### src/design/sram_host_pkg.sv
// Package with the constants, timing figures and state encoding of the static memory host.
// Overview of operation
// - The host times write data setup and hold to the edge that ends the write.
// - The host does not drive the data lines while the memory may still be driving them.
// - A strobe-controlled write pulse lasts at least the strobe-to-float time plus data setup.
// - The host waits at least 100.0 us after power is stable before the first access.
package sram_host_pkg;

	// Pin widths of the memory.
	localparam int ADDR_W = 21;
	localparam int DATA_W = 8;

	// Clock and documented times, each in its own unit.
	localparam real CLK_PERIOD_NS            = 50.0;
	localparam real ADDRESS_ACCESS_TIME_NS   = 15.0;
	localparam real STROBE_TO_FLOAT_TIME_NS  = 8.0;
	localparam real WRITE_DATA_SETUP_TIME_NS = 8.0;
	localparam real POWER_UP_WAIT_US         = 100.0;

	// Least whole number of clock cycles that covers a time in ns, never below one.
	function automatic int min_cycles(real t_ns);
		int n;
		n = 1;
		while (n * CLK_PERIOD_NS < t_ns)
			n = n + 1;
		return n;
	endfunction

	// Cycle counts derived from the times above.
	localparam int ACCESS_CYC    = min_cycles(ADDRESS_ACCESS_TIME_NS);
	localparam int PULSE_CYC     = min_cycles(STROBE_TO_FLOAT_TIME_NS + WRITE_DATA_SETUP_TIME_NS);
	localparam int POWER_UP_CYC  = min_cycles(POWER_UP_WAIT_US * 1000.0);
	localparam int SYNC_STAGES   = 2;
	localparam int READ_WAIT_CYC = ACCESS_CYC + SYNC_STAGES;

	// Counter widths.
	localparam int CNT_W     = 4;
	localparam int POWER_CNT_W = 12;

	// Pin levels after reset: memory deselected, strobes high, data released.
	localparam logic PRIMARY_SELECT_N_RST = 1'h1;
	localparam logic SECONDARY_SELECT_RST = 1'h0;
	localparam logic STROBE_N_RST         = 1'h1;
	localparam logic DQ_OE_N_RST          = 1'h1;

	// Sequencer states, one-hot.
	typedef enum logic [5:0] {
		ST_IDLE     = 6'h01,
		ST_RD_WAIT  = 6'h02,
		ST_TURN     = 6'h04,
		ST_WR_SETUP = 6'h08,
		ST_WR_PULSE = 6'h10,
		ST_WR_HOLD  = 6'h20
	} state_e;

endpackage

### src/design/powerup_timer.sv
// Counter that holds off memory accesses until the power-up wait has passed.
`timescale 1ns/1ps

module powerup_timer #(
	parameter int CYCLES = sram_host_pkg::POWER_UP_CYC
) (
	// Clock and reset.
	input  wire logic ref_clk,
	input  wire logic rst,
	// Wait finished.
	output logic      done
);

	localparam int W = $clog2(CYCLES + 1);

	typedef struct packed {
		logic [W-1:0] cnt;
		logic         done;
	} timer_s;

	timer_s q;
	timer_s n;

	// Count up once after reset and latch done; it never falls again until reset.
	always_comb
	begin
		n = q;
		if (rst)
		begin
			n.cnt  = '0;
			n.done = 1'h0;
		end
		else if (!q.done)
		begin
			if (q.cnt == W'(CYCLES - 1))
				n.done = 1'h1;
			else
				n.cnt = q.cnt + W'(1);
		end
	end

	// State register.
	always_ff @(posedge ref_clk)
	begin
		q <= n;
	end

	assign done = q.done;

endmodule

### src/design/sram_host_ctrl.sv
// Host sequencer that drives an asynchronous static memory with error flag through its pins.
`timescale 1ns/1ps

module sram_host_ctrl #(
	parameter int ADDR_W          = sram_host_pkg::ADDR_W,
	parameter int DATA_W          = sram_host_pkg::DATA_W,
	parameter int POWER_UP_CYCLES = sram_host_pkg::POWER_UP_CYC
) (
	// Clock and reset.
	input  wire logic              ref_clk,
	input  wire logic              rst,
	// User request.
	input  wire logic              req_valid,
	input  wire logic              req_write,
	input  wire logic [ADDR_W-1:0] req_addr,
	input  wire logic [DATA_W-1:0] req_wdata,
	output logic                   req_ready,
	// User response.
	output logic                   rsp_valid,
	output logic [DATA_W-1:0]      rsp_rdata,
	output logic                   rsp_corrected,
	// Memory control pins.
	output logic                   primary_select_n,
	output logic                   secondary_select,
	output logic                   out_enable_n,
	output logic                   write_strobe_n,
	output logic [ADDR_W-1:0]      mem_addr,
	// Memory data pins and error flag.
	input  wire logic [DATA_W-1:0] dq_i,
	output logic [DATA_W-1:0]      dq_o,
	output logic                   dq_oe_n,
	input  wire logic              err_i
);

	localparam int CW = sram_host_pkg::CNT_W;
	localparam int PW = sram_host_pkg::POWER_CNT_W;

	typedef struct packed {
		sram_host_pkg::state_e state;
		logic [CW-1:0]         cnt;
		logic                  ready;
		logic                  psel_n;
		logic                  ssel;
		logic                  oe_n;
		logic                  we_n;
		logic [ADDR_W-1:0]     addr;
		logic [DATA_W-1:0]     dq_o;
		logic                  dq_oe_n;
		logic [DATA_W-1:0]     dq_s1;
		logic [DATA_W-1:0]     dq_s2;
		logic                  err_s1;
		logic                  err_s2;
		logic                  rsp_valid;
		logic [DATA_W-1:0]     rdata;
		logic                  rerr;
		logic [PW-1:0]         age;
	} ctrl_s;

	ctrl_s q;
	ctrl_s n;
	logic  pwr_ok;

	// Holds every access back until the power-up wait is over.
	powerup_timer #(
		.CYCLES (POWER_UP_CYCLES)
	) u_timer (
		.ref_clk (ref_clk),
		.rst     (rst),
		.done    (pwr_ok)
	);

	// Next state. Everything, including the pin synchronisers, lives in one struct.
	always_comb
	begin
		n           = q;
		n.rsp_valid = 1'h0;
		// Data and error pins pass two flops; only the second stage is used below.
		n.dq_s1     = dq_i;
		n.dq_s2     = q.dq_s1;
		n.err_s1    = err_i;
		n.err_s2    = q.err_s1;
		if (q.age != '1)
			n.age = q.age + PW'(1);
		if (rst)
		begin
			n.state   = sram_host_pkg::ST_IDLE;
			n.cnt     = '0;
			n.ready   = 1'h0;
			n.psel_n  = sram_host_pkg::PRIMARY_SELECT_N_RST;
			n.ssel    = sram_host_pkg::SECONDARY_SELECT_RST;
			n.oe_n    = sram_host_pkg::STROBE_N_RST;
			n.we_n    = sram_host_pkg::STROBE_N_RST;
			n.addr    = '0;
			n.dq_o    = '0;
			n.dq_oe_n = sram_host_pkg::DQ_OE_N_RST;
			n.dq_s1   = '0;
			n.dq_s2   = '0;
			n.err_s1  = 1'h0;
			n.err_s2  = 1'h0;
			n.rdata   = '0;
			n.rerr    = 1'h0;
			n.age     = '0;
		end
		else
		begin
			case (q.state)
				sram_host_pkg::ST_IDLE:
				begin
					n.ready = pwr_ok;
					if (req_valid && q.ready)
					begin
						n.ready  = 1'h0;
						n.addr   = req_addr;
						n.psel_n = 1'h0;
						n.ssel   = 1'h1;
						if (req_write)
						begin
							// Output enable stays high so the memory never drives during a write.
							n.dq_o    = req_wdata;
							n.dq_oe_n = 1'h0;
							n.state   = sram_host_pkg::ST_WR_SETUP;
						end
						else
						begin
							n.oe_n  = 1'h0;
							n.cnt   = CW'(sram_host_pkg::READ_WAIT_CYC - 1);
							n.state = sram_host_pkg::ST_RD_WAIT;
						end
					end
				end
				sram_host_pkg::ST_RD_WAIT:
				begin
					if (q.cnt == '0)
					begin
						// Error flag is only meaningful here; elsewhere the pin floats.
						n.rdata     = q.dq_s2;
						n.rerr      = q.err_s2;
						n.rsp_valid = 1'h1;
						n.oe_n      = 1'h1;
						n.psel_n    = 1'h1;
						n.ssel      = 1'h0;
						n.state     = sram_host_pkg::ST_TURN;
					end
					else
						n.cnt = q.cnt - CW'(1);
				end
				sram_host_pkg::ST_TURN:
				begin
					// One idle cycle lets the memory release the bus before we may drive it.
					n.ready = pwr_ok;
					n.state = sram_host_pkg::ST_IDLE;
				end
				sram_host_pkg::ST_WR_SETUP:
				begin
					// Data has stood a full cycle before the strobe falls.
					n.we_n  = 1'h0;
					n.cnt   = CW'(sram_host_pkg::PULSE_CYC - 1);
					n.state = sram_host_pkg::ST_WR_PULSE;
				end
				sram_host_pkg::ST_WR_PULSE:
				begin
					if (q.cnt == '0)
					begin
						// The strobe ends the write while select and data are still held.
						n.we_n  = 1'h1;
						n.state = sram_host_pkg::ST_WR_HOLD;
					end
					else
						n.cnt = q.cnt - CW'(1);
				end
				sram_host_pkg::ST_WR_HOLD:
				begin
					// Data and select held one cycle past the strobe edge for hold time.
					n.dq_oe_n   = 1'h1;
					n.psel_n    = 1'h1;
					n.ssel      = 1'h0;
					n.rerr      = 1'h0;
					n.rsp_valid = 1'h1;
					n.ready     = pwr_ok;
					n.state     = sram_host_pkg::ST_IDLE;
				end
				default:
				begin
					n.state = sram_host_pkg::ST_IDLE;
				end
			endcase
		end
	end

	// State register with synchronous reset folded into the next-state logic.
	always_ff @(posedge ref_clk)
	begin
		q <= n;
	end

	// All outputs come straight from the state register.
	assign req_ready        = q.ready;
	assign rsp_valid        = q.rsp_valid;
	assign rsp_rdata        = q.rdata;
	assign rsp_corrected    = q.rerr;
	assign primary_select_n = q.psel_n;
	assign secondary_select = q.ssel;
	assign out_enable_n     = q.oe_n;
	assign write_strobe_n   = q.we_n;
	assign mem_addr         = q.addr;
	assign dq_o             = q.dq_o;
	assign dq_oe_n          = q.dq_oe_n;
endmodule

### config.mk
export PLATFORM = sky130hd
export DESIGN_NAME = sram_host_ctrl
export DESIGN_NICKNAME = d
export VERILOG_FILES = /design/src/design/sram_host_pkg.sv /design/src/design/powerup_timer.sv /design/src/design/sram_host_ctrl.sv
export SDC_FILE = /design/constraint.sdc
export NUM_CORES = 1
export LEC_CHECK = 0
export BUFFER_PORTS_ARGS = -buffer_cell sky130_fd_sc_hd__buf_2
export CAP_MARGIN = 30
export CORE_ASPECT_RATIO = 0.8
export CORE_MARGIN = 5
export CORE_UTILIZATION = 35
export DETAILED_ROUTE_END_ITERATION = 10
export GPL_ROUTABILITY_DRIVEN = 0
export SYNTH_ARGS = -nofsm -noshare
export SYNTH_HDL_FRONTEND = slang
export SYNTH_HIERARCHICAL = 1
export SYNTH_SLANG_ARGS = --single-unit
### constraint.sdc
create_clock -name ref_clk -period 2.71 [get_ports ref_clk]
set_clock_uncertainty 0.15 [all_clocks]
set_input_delay 0 -clock ref_clk [delete_from_list [all_inputs] [get_ports ref_clk]]
set_output_delay 0 -clock ref_clk [all_outputs]
set_load 0.005 [all_outputs]
Word-level counts from Yosys, hierarchy flattened
Index checks and enable logic that the tools add are counted.

Add/subtract/negate cells: 2. Eq/ne operators: 13. Muxes and demuxes: 23. Bitwise operators: 2. Reductions and logical operators: 22.

Operator list (count): $pmux W6 S4 (1); $mux W14 (1); $mux W4 (3); $mux W6 (2); $ne A2 B2 Y1 const B (6); $pmux W1 S2 (6); $pmux W4 S3 (1); $reduce_and A3 Y1 (4); $add A11 B1 Y11 const B (1); $eq A11 B11 Y1 const B (1); $mux W10 (1); $reduce_and A2 Y1 (5); $reduce_bool A2 Y1 (5); $reduce_and A4 Y1 (2); $eq A6 B1 Y1 const B (1); $eq A6 B2 Y1 const B (1); $eq A6 B3 Y1 const B (1); $eq A6 B4 Y1 const B (1); $eq A6 B5 Y1 const B (1); $eq A6 B6 Y1 const B (1); $mux W1 (6); $pmux W2 S3 (1); $reduce_bool A3 Y1 (2); $logic_not A4 Y1 (1); 5 further kinds (7).

Flip-flop bits (word level): 85. Input bits: 42. Output and inout port bits: 45. Logic and storage cells: 81.

Longest topological paths before layout
Gate-level depths: netlist of run 1.

Word-level depth: 4. Depth in mapped cells: 7. Gate-level depth less buffers: 7.

Cells and area by module
Netlist of run 1, hierarchy kept.

Modules (own cells, without submodules): sram_host_ctrl (instances 1, cells each 337, area each 2950.3 um^2, sequential area each 1461.4 um^2); powerup_timer (instances 1, cells each 75, area each 655.6 um^2, sequential area each 240.2 um^2).

Worst setup path after synthesis of run 1
OpenSTA, ideal clock, no wires.

Path kind: flip-flop to flip-flop. Start: register q[80] (netlist bit). End: register q (netlist bit mem_addr[0]). Setup time: 0.132 ns. Arrival time: 1.592 ns. Data required time: 2.428 ns. Slack: 0.835 ns. Cell stages (with the launch flop): 8. Buffers on the path: 2. Cell sequence: dfxtp_1 buf_2 or4b_4 nor2_1 nand3_1 buf_2 nand2_1 a21oi_1.

Cells in the longest elaborated chain, start to end: 2.

RTL lines: start: declaration (RTL line sram_host_ctrl.sv:59) `ctrl_s q;`; start signal: assignment (RTL line sram_host_ctrl.sv:193) `q <= n;`; $eq A6 B1 Y1 (RTL line sram_host_ctrl.sv:106) `case (q.state)`; $reduce_and A2 Y1 (no source line).

Every way passes these cells. A chain may end at the register's enable or synchronous reset.

Worst setup path in the final report of run 1
Start: register q[80] (netlist bit). End: register q (netlist bit dq_o[7]).

Cells in the longest elaborated chain, start to end: 2.

RTL lines (RTL line): $eq A6 B1 Y1 (sram_host_ctrl.sv:106); $reduce_and A3 Y1 (no source line).

Every way passes these cells.

==> results.md, run 1 <==
- Yosys top cell area share: 47.2%
- Worst hold start: req_write
- Placed insts: 586
- Post-synth EDFFs: 0
- Share of synthesized registers carrying an async set or reset: 0%
- Post-Synth Adder-Cell Area: 1.04%
- Syn_area_per_cell: between 8 and 9 µm²
- CTS tree: built
- Clk root buf: clkbuf_16
- Final ANT Viol Nets: 0
- Std cell rows: 33
- Yosys reg bits: 85
- First-pass GRT wire length: 13200 µm
- Worst setup EP type: flip-flop
- Sequential fraction of the synthesis area: a little under half
- Vias per cell: about 4.7
- Multi-input gate area in the final layout: 1500 µm²
- Fin Setup TNS: 0 ns
- Most instantiated cells after synthesis: dfxtp_1, nand2_1, a21oi_1
- Fill cell count: 1010
- Hold WC Path Type: input pin to flip-flop
- Worst EP required: roughly 2.8 ns
- Slew Limit Fails: 0
- PwrDens: 590 nW/µm²
- Ant. Diodes: 0
- Die area: 12400 µm²
- Final HPWL DP: 5410 µm
- DRC Markers: 0
- Max-cap viol count: 0
- H-tree depth: 3
- Vias in the first global route: 2926
- FF-to-FF path depth: 6
- Share of layout cells above drive strength 1: 22.2%
- Finish-stage setup viols: 0
- Critical Path AT: ~2.6 ns
- Largest family of logic cells by synthesized area: simple AND/OR/NAND/NOR gates
- Fmax: slightly above 400 MHz
- Routed WL: 8200 µm
- Least-Margin Pin Slew: just over 0.7 ns
- Router iterations before antenna repair: 4
- Worst-path clk slew: about 0.06 ns
- Lkg Pwr: 2.00 nW
- Ranking of synthesized cells by area: dfxtp_1, buf_4, nand2_1
- Hold endpoint: q[80]
- Post-Synth XOR/XNOR Area: 0.729%
- Fin util: 46.1%
- Worst r2r src: q[80]
- Core area: between 10000 and 15000 µm²
- CP Class: flip-flop to flip-flop
- Critical-path cell with the highest stage delay: or4b_4
- Synth Area in Compound Gates: 10.1%
- Final total power: 0.00276 W
- Yosys cell types: 46
- Ys Warns: 6
- Routed length per placed instance: 12.7 µm
- Fin nets: 549
- Initial Util: between 30% and 40%
- I/O Buffers: 86
- Simple-gate share of the synthesized area: 25.9%
- Crit share post-route: between 90% and 100%
- Clock tree buffer depth: 2
- Clk_lat worst skew: roughly 0.33 ns
- RSZ-0062 raised after global routing: false
- Reg2Reg Setup Slack: 0.25 ns
- Leading area contributor after synthesis: dfxtp_1
- Critical path buffer and inverter count: 2
- CTS sink count: 85
- IO Pins: between 80 and 90
- Initial antenna violation count: 0
- Synth Flop Type: dfxtp_1
- Worst path max stage delay: 0.61 ns
- Maximum number of pins on one net before global-route repair: 37
- Crit path max fanout: 14
- Final hold viol count: 0
- Hold depth: 3
- Post CTS Setup Buffer Count: 0
- Design area: 4680 µm²
- Status: finished, final reports clean
- Type of element launching the critical path: flip-flop
- Sequential cell area: 1700 µm²
- Worst-path cell chain: or4b_4 > nor3_4 > buf_4 > nand3_1 > dlygate4sd3_1 > a21oi_1
- DR iter-0 viols: 183
- Number of buffers created by CTS: 9
- Maximum VDD drop: 0.285 mV
- Synth Net Count: approximately 460
- Normalized max-slew margin: 52.8%
- Area delta synth->final: 29.8%
- Routed via count: 3025
- Count leader, synth: dfxtp_1
- All-layer global routing usage: 13.4%
- Overflow after GRT: 0
- Cells after Synth: 412
- Mux cell area share after synthesis: 4.02%
- Kind of cell adding the most delay to the critical path: simple AND/OR/NAND/NOR gates
- Post-placement cell area: 3890 µm²
- Non-Filler Instances: 648
- Die height: 101 µm
- Min cycle time layout: approximately 2.5 ns
- FF-to-FF End: dq_o[7]
- Mapped Area: roughly 3600 µm²
- DIE WIDTH: 123 µm
-- kinds of logic after synthesis --
family / Yosys count
AND/OR/NAND/NOR: 180
multiplexers: 14
flip-flops: 85
buffers and inverters: 64
AO/OA/AOI/OAI: 63
XOR/XNOR: 3
adder cells (fa/ha/maj): 3
-- area by class of cell --
type / count / area share, %
tap: 140 / 3.74
inverter: 5 / 0.401
timing repair buffer: 140 / 20.6
sequential: 85 / 36.4
clock buffer: 11 / 5.19
multi-input combinational: 263 / 32.1
clock inverter: 4 / 1.55
-- cell usage in the layout, fill, tap and decap left out, drive strengths merged, types with 2 or more instances in the layout --
cell type	n
nor4b	3
clkbuf	11
nand4b	3
and3	3
buf	93
ha	3
nand4	6
xor2	2
nand3	17
bufinv	2
and4b	3
inv	5
a2bb2oi	2
dlygate4sd3	47
and3b	2
mux2	4
nor2b	25
a31oi	2
o21bai	2
a21oi	42
nor3b	3
nand2b	2
mux2i	10
nand2	63
nor3	10
dfxtp	85
o21ai	6
a211o	2
nor2	31
nand3b	2
-- worst min-delay path, stage by stage --
cell	delay, ns
buf_2	0.22
nand2b_1	0.18
a21oi_1	0.07
-- how the worst max path moves through the flow --
| stage | startpoint | to | slack (ns) | cells past startpoint |
|---|---|---|---|---|
| after floorplan | q[80] | mem_addr[0] | 0.84 | 7 |
| after global placement | q[80] | dq_o[7] | 0.53 | 6 |
| after detailed placement | q[80] | dq_o[5] | 0.48 | 6 |
| after CTS | q[80] | dq_o[7] | 0.26 | 6 |
| after global routing | q[80] | dq_o[4] | 0.14 | 6 |
| final | q[80] | dq_o[7] | 0.25 | 6 |
-- per-layer routing --
layer / wire length [µm] / global-route usage [%]
met4: 157 / 5.62
met3: 437 / 3.65
met5: 0 / 0
met2: 3740 / 22.1
met1: 3870 / 16.6
-- state kept, by name (all words and copies together) (netlist names) --
signal,count
mem_addr,21
u_timer/done,1
out_enable_n,1
rsp_rdata,8
secondary_select,1
rsp_corrected,1
primary_select_n,1
req_ready,1
rsp_valid,1
q,28
dq_o,8
write_strobe_n,1
dq_oe_n,1
u_timer/q,11
-- timing repair --
item | CTS | global route
hold buffers | 47 | 0
hold endpoints to repair | 39 | 0
resized for setup | 0 | 0
-- stage by stage --
| step | setup slack, ns | hold slack [ns] |
|---|---|---|
| floorplan | 0.835 | -0.0218 |
| global placement | 0.534 | 0.0626 |
| detailed placement | 0.479 | 0.0658 |
| CTS | 0.257 | 0.0235 |
| global route | 0.136 | 0.0608 |
| finish | 0.252 | 0.0444 |
-- where the power goes --
group          switching [W]  total, W  internal, W
registers          0.0000262   0.00130      0.00128
clock network       0.000465   0.00129     0.000825
logic              0.0000698  0.000167    0.0000974
(Power assumes the default switching activity.)
==> run 2: changes to the inputs <==
--- a/config.mk
+++ b/config.mk
@@ -7,11 +7,14 @@
 export LEC_CHECK = 0
 export BUFFER_PORTS_ARGS = -buffer_cell sky130_fd_sc_hd__buf_2
 export CAP_MARGIN = 30
+export CELL_PAD_IN_SITES_DETAIL_PLACEMENT = 0
+export CELL_PAD_IN_SITES_GLOBAL_PLACEMENT = 2
 export CORE_ASPECT_RATIO = 0.8
 export CORE_MARGIN = 5
-export CORE_UTILIZATION = 35
+export CORE_UTILIZATION = 31
 export DETAILED_ROUTE_END_ITERATION = 10
 export GPL_ROUTABILITY_DRIVEN = 0
+export PLACE_DENSITY_LB_ADDON = 0.1
 export SYNTH_ARGS = -nofsm -noshare
 export SYNTH_HDL_FRONTEND = slang
 export SYNTH_HIERARCHICAL = 1
==> results.md, run 2 (synthesis gave the netlist of run 1 again) <==
- Switching share of power: 23.1%
- Router iterations before antenna repair: 4
- DRC Markers: 0
- Area delta synth->final: 30.3%
- Fin util: 40.9%
- Final HPWL DP: about 6000 µm
- I/O Buffers: 86
- Fin nets: 552
- Hold WC Path Type: input pin to flip-flop
- Min cycle time layout: 2.51 ns
- CTS sink count: 85
- Initial Util: roughly a third
- Slew Limit Fails: 0
- Post-CTS sizing: 0
- Maximum VDD drop: 0.299 mV
- Hold-fix buffers, CTS: 49
- Gate power share: between 6 and 7%
- Fin Setup TNS: 0 ns
- Clock tree buffer depth: 2
- Status: finished, final reports clean
- Met2 wire len: ~3800 µm
- Non-Filler Instances: 660
- Crit share post-route: approximately 90%
- Overflow after GRT: 0
- Type of element launching the critical path: flip-flop
- Clk pwr share: 46.4%
- Crit path max fanout: 15
- Core area: 11500 µm²
- IO Pins: 87
- Routed via count: 2969
- H-tree depth: 3
- Finish-stage setup viols: 0
- Fmax: 398 MHz
- Lkg Pwr: 2.01 nW
- Worst setup EP type: flip-flop
- DR iter-0 viols: 169
- Critical path buffer and inverter count: 2
- Worst path max stage delay: 0.61 ns
- Kind of cell adding the most delay to the critical path: simple AND/OR/NAND/NOR gates
- Maximum number of pins on one net before global-route repair: 33
- First-pass GRT wire length: 14400 µm
- RSZ-0062 raised after global routing: false
- Fill cell count: ~1200
- Top routing layer used: met4
- Share of layout cells above drive strength 1: 22.7%
- Share of power burned in registers: 47.5%
- Least-Margin Pin Slew: 0.584 ns
- Initial antenna violation count: 0
- Routed WL: between 8000 and 9000 µm
- Routed length per placed instance: between 10 and 15 µm
- Critical-path cell with the highest stage delay: or4b_4
- Normalized max-slew margin: 60.5%
- Number of buffers created by CTS: 9
- Post CTS Setup Buffer Count: 0
- Final hold viol count: 0
- Largest register FFs: 28
- Ant. Diodes: 0
- Pint: 0.00211 W
- CTS tree: built
- Worst EP required: 2.83 ns
- Die height: 106 µm
- CP Class: flip-flop to flip-flop
- Commonest non-fill, non-tap cell in the layout: buf_2
- Final ANT Viol Nets: 0
- Placed insts: a little under 600
- Die area: 13900 µm²
- Min setup slack post-route: 0.199 ns
- Setup WS pre-CTS: 0.696 ns
- Routed wl met3: roughly 670 µm
- Leading cell types in the layout, fill and taps excluded: buf_2, dfxtp_1, nand2_1
- Critical Path AT: 2.63 ns
- Top reg by flops: q
- All-layer global routing usage: between 10% and 20%
- Vias in the first global route: 2973
- WHS: roughly 0.25 ns
- Std cell rows: 35
- Met1 WL: 4060 µm
- Clk_lat worst skew: 0.34 ns
- DIE WIDTH: 131 µm
- Max-cap viol count: 0
- PwrDens: 583 nW/µm²
- Worst-path cell chain: or4b_4 > nor3_4 > buf_4 > nand3_1 > dlygate4sd3_1 > a21oi_1
- Net Switching: 0.000631 W
- Clk root buf: clkbuf_16
- Vias per cell: 4.50
- Worst-path clk slew: around 0.060 ns
## run 2: cell types whose count changed in the layout (fill, tap and decap cells not counted), sizes merged
cell	before	now
inv	5	9
clkbuf	11	9
buf	93	94
dlygate4sd3	47	49
bufinv	2	1
clkinv	1	2
clkinvlp	1	0
## run 2: path summary, 6_finish.rpt
| check | start | endpoint | cells after the start | slack [ns] |
|---|---|---|---|---|
| setup / recovery | q[80] | dq_o[0] | 6 | 0.20 |
| hold / removal | dq_i[5] | q[37] | 3 | 0.25 |
| setup reg to reg | q[80] | dq_o[0] | 6 | 0.20 |
| hold reg to reg | q[33] | q[25] | 1 | 0.28 |
## run 2: per-stage QoR
step | power (W) | instance area (µm²)
2_1_floorplan | 0.00140 | 3610
3_3_place_gp | 0.00145 | 3900
3_5_place_dp | 0.00145 | 3900
4_1_cts | 0.00279 | 4700
5_1_grt | 0.00286 | 4700
6_report | 0.00274 | 4700
## run 2: tightest hold or removal path, delay by kind of cell
kind,cells,cell delay [ns]
buf+inv,2,0.60
simple gates,1,0.10
## run 2: cell type report
type                            count  area, µm²  share of cell area, %
Multi-Input combinational cell    263       1500                   32.0
Tap cell                          148        185                   3.94
Clock buffer                        9        225                   4.79
Sequential cell                    85       1700                   36.2
Clock inverter                      7       81.3                   1.73
Inverter                            5       18.8                  0.400
Timing Repair Buffer              143        981                   20.9
## run 2: power groups by stage
| stage | Combinational [W] | Clock (W) | Sequential, W |
|---|---|---|---|
| global route | 0.000186 | 0.00137 | 0.00130 |
| finish | 0.000167 | 0.00127 | 0.00130 |
| detailed placement | 0.000122 | 0 | 0.00133 |
| CTS | 0.000167 | 0.00133 | 0.00130 |
| floorplan | 0.0000802 | 0 | 0.00132 |
| global placement | 0.000121 | 0 | 0.00133 |
## run 2: metal layers
layer / global-route usage (%) / vias up
li1: - / 1547
met2: 19.8 / 73
met1: 16.5 / 1345
met4: 3.16 / 0
met3: 6.78 / 4
met5: 0 / -
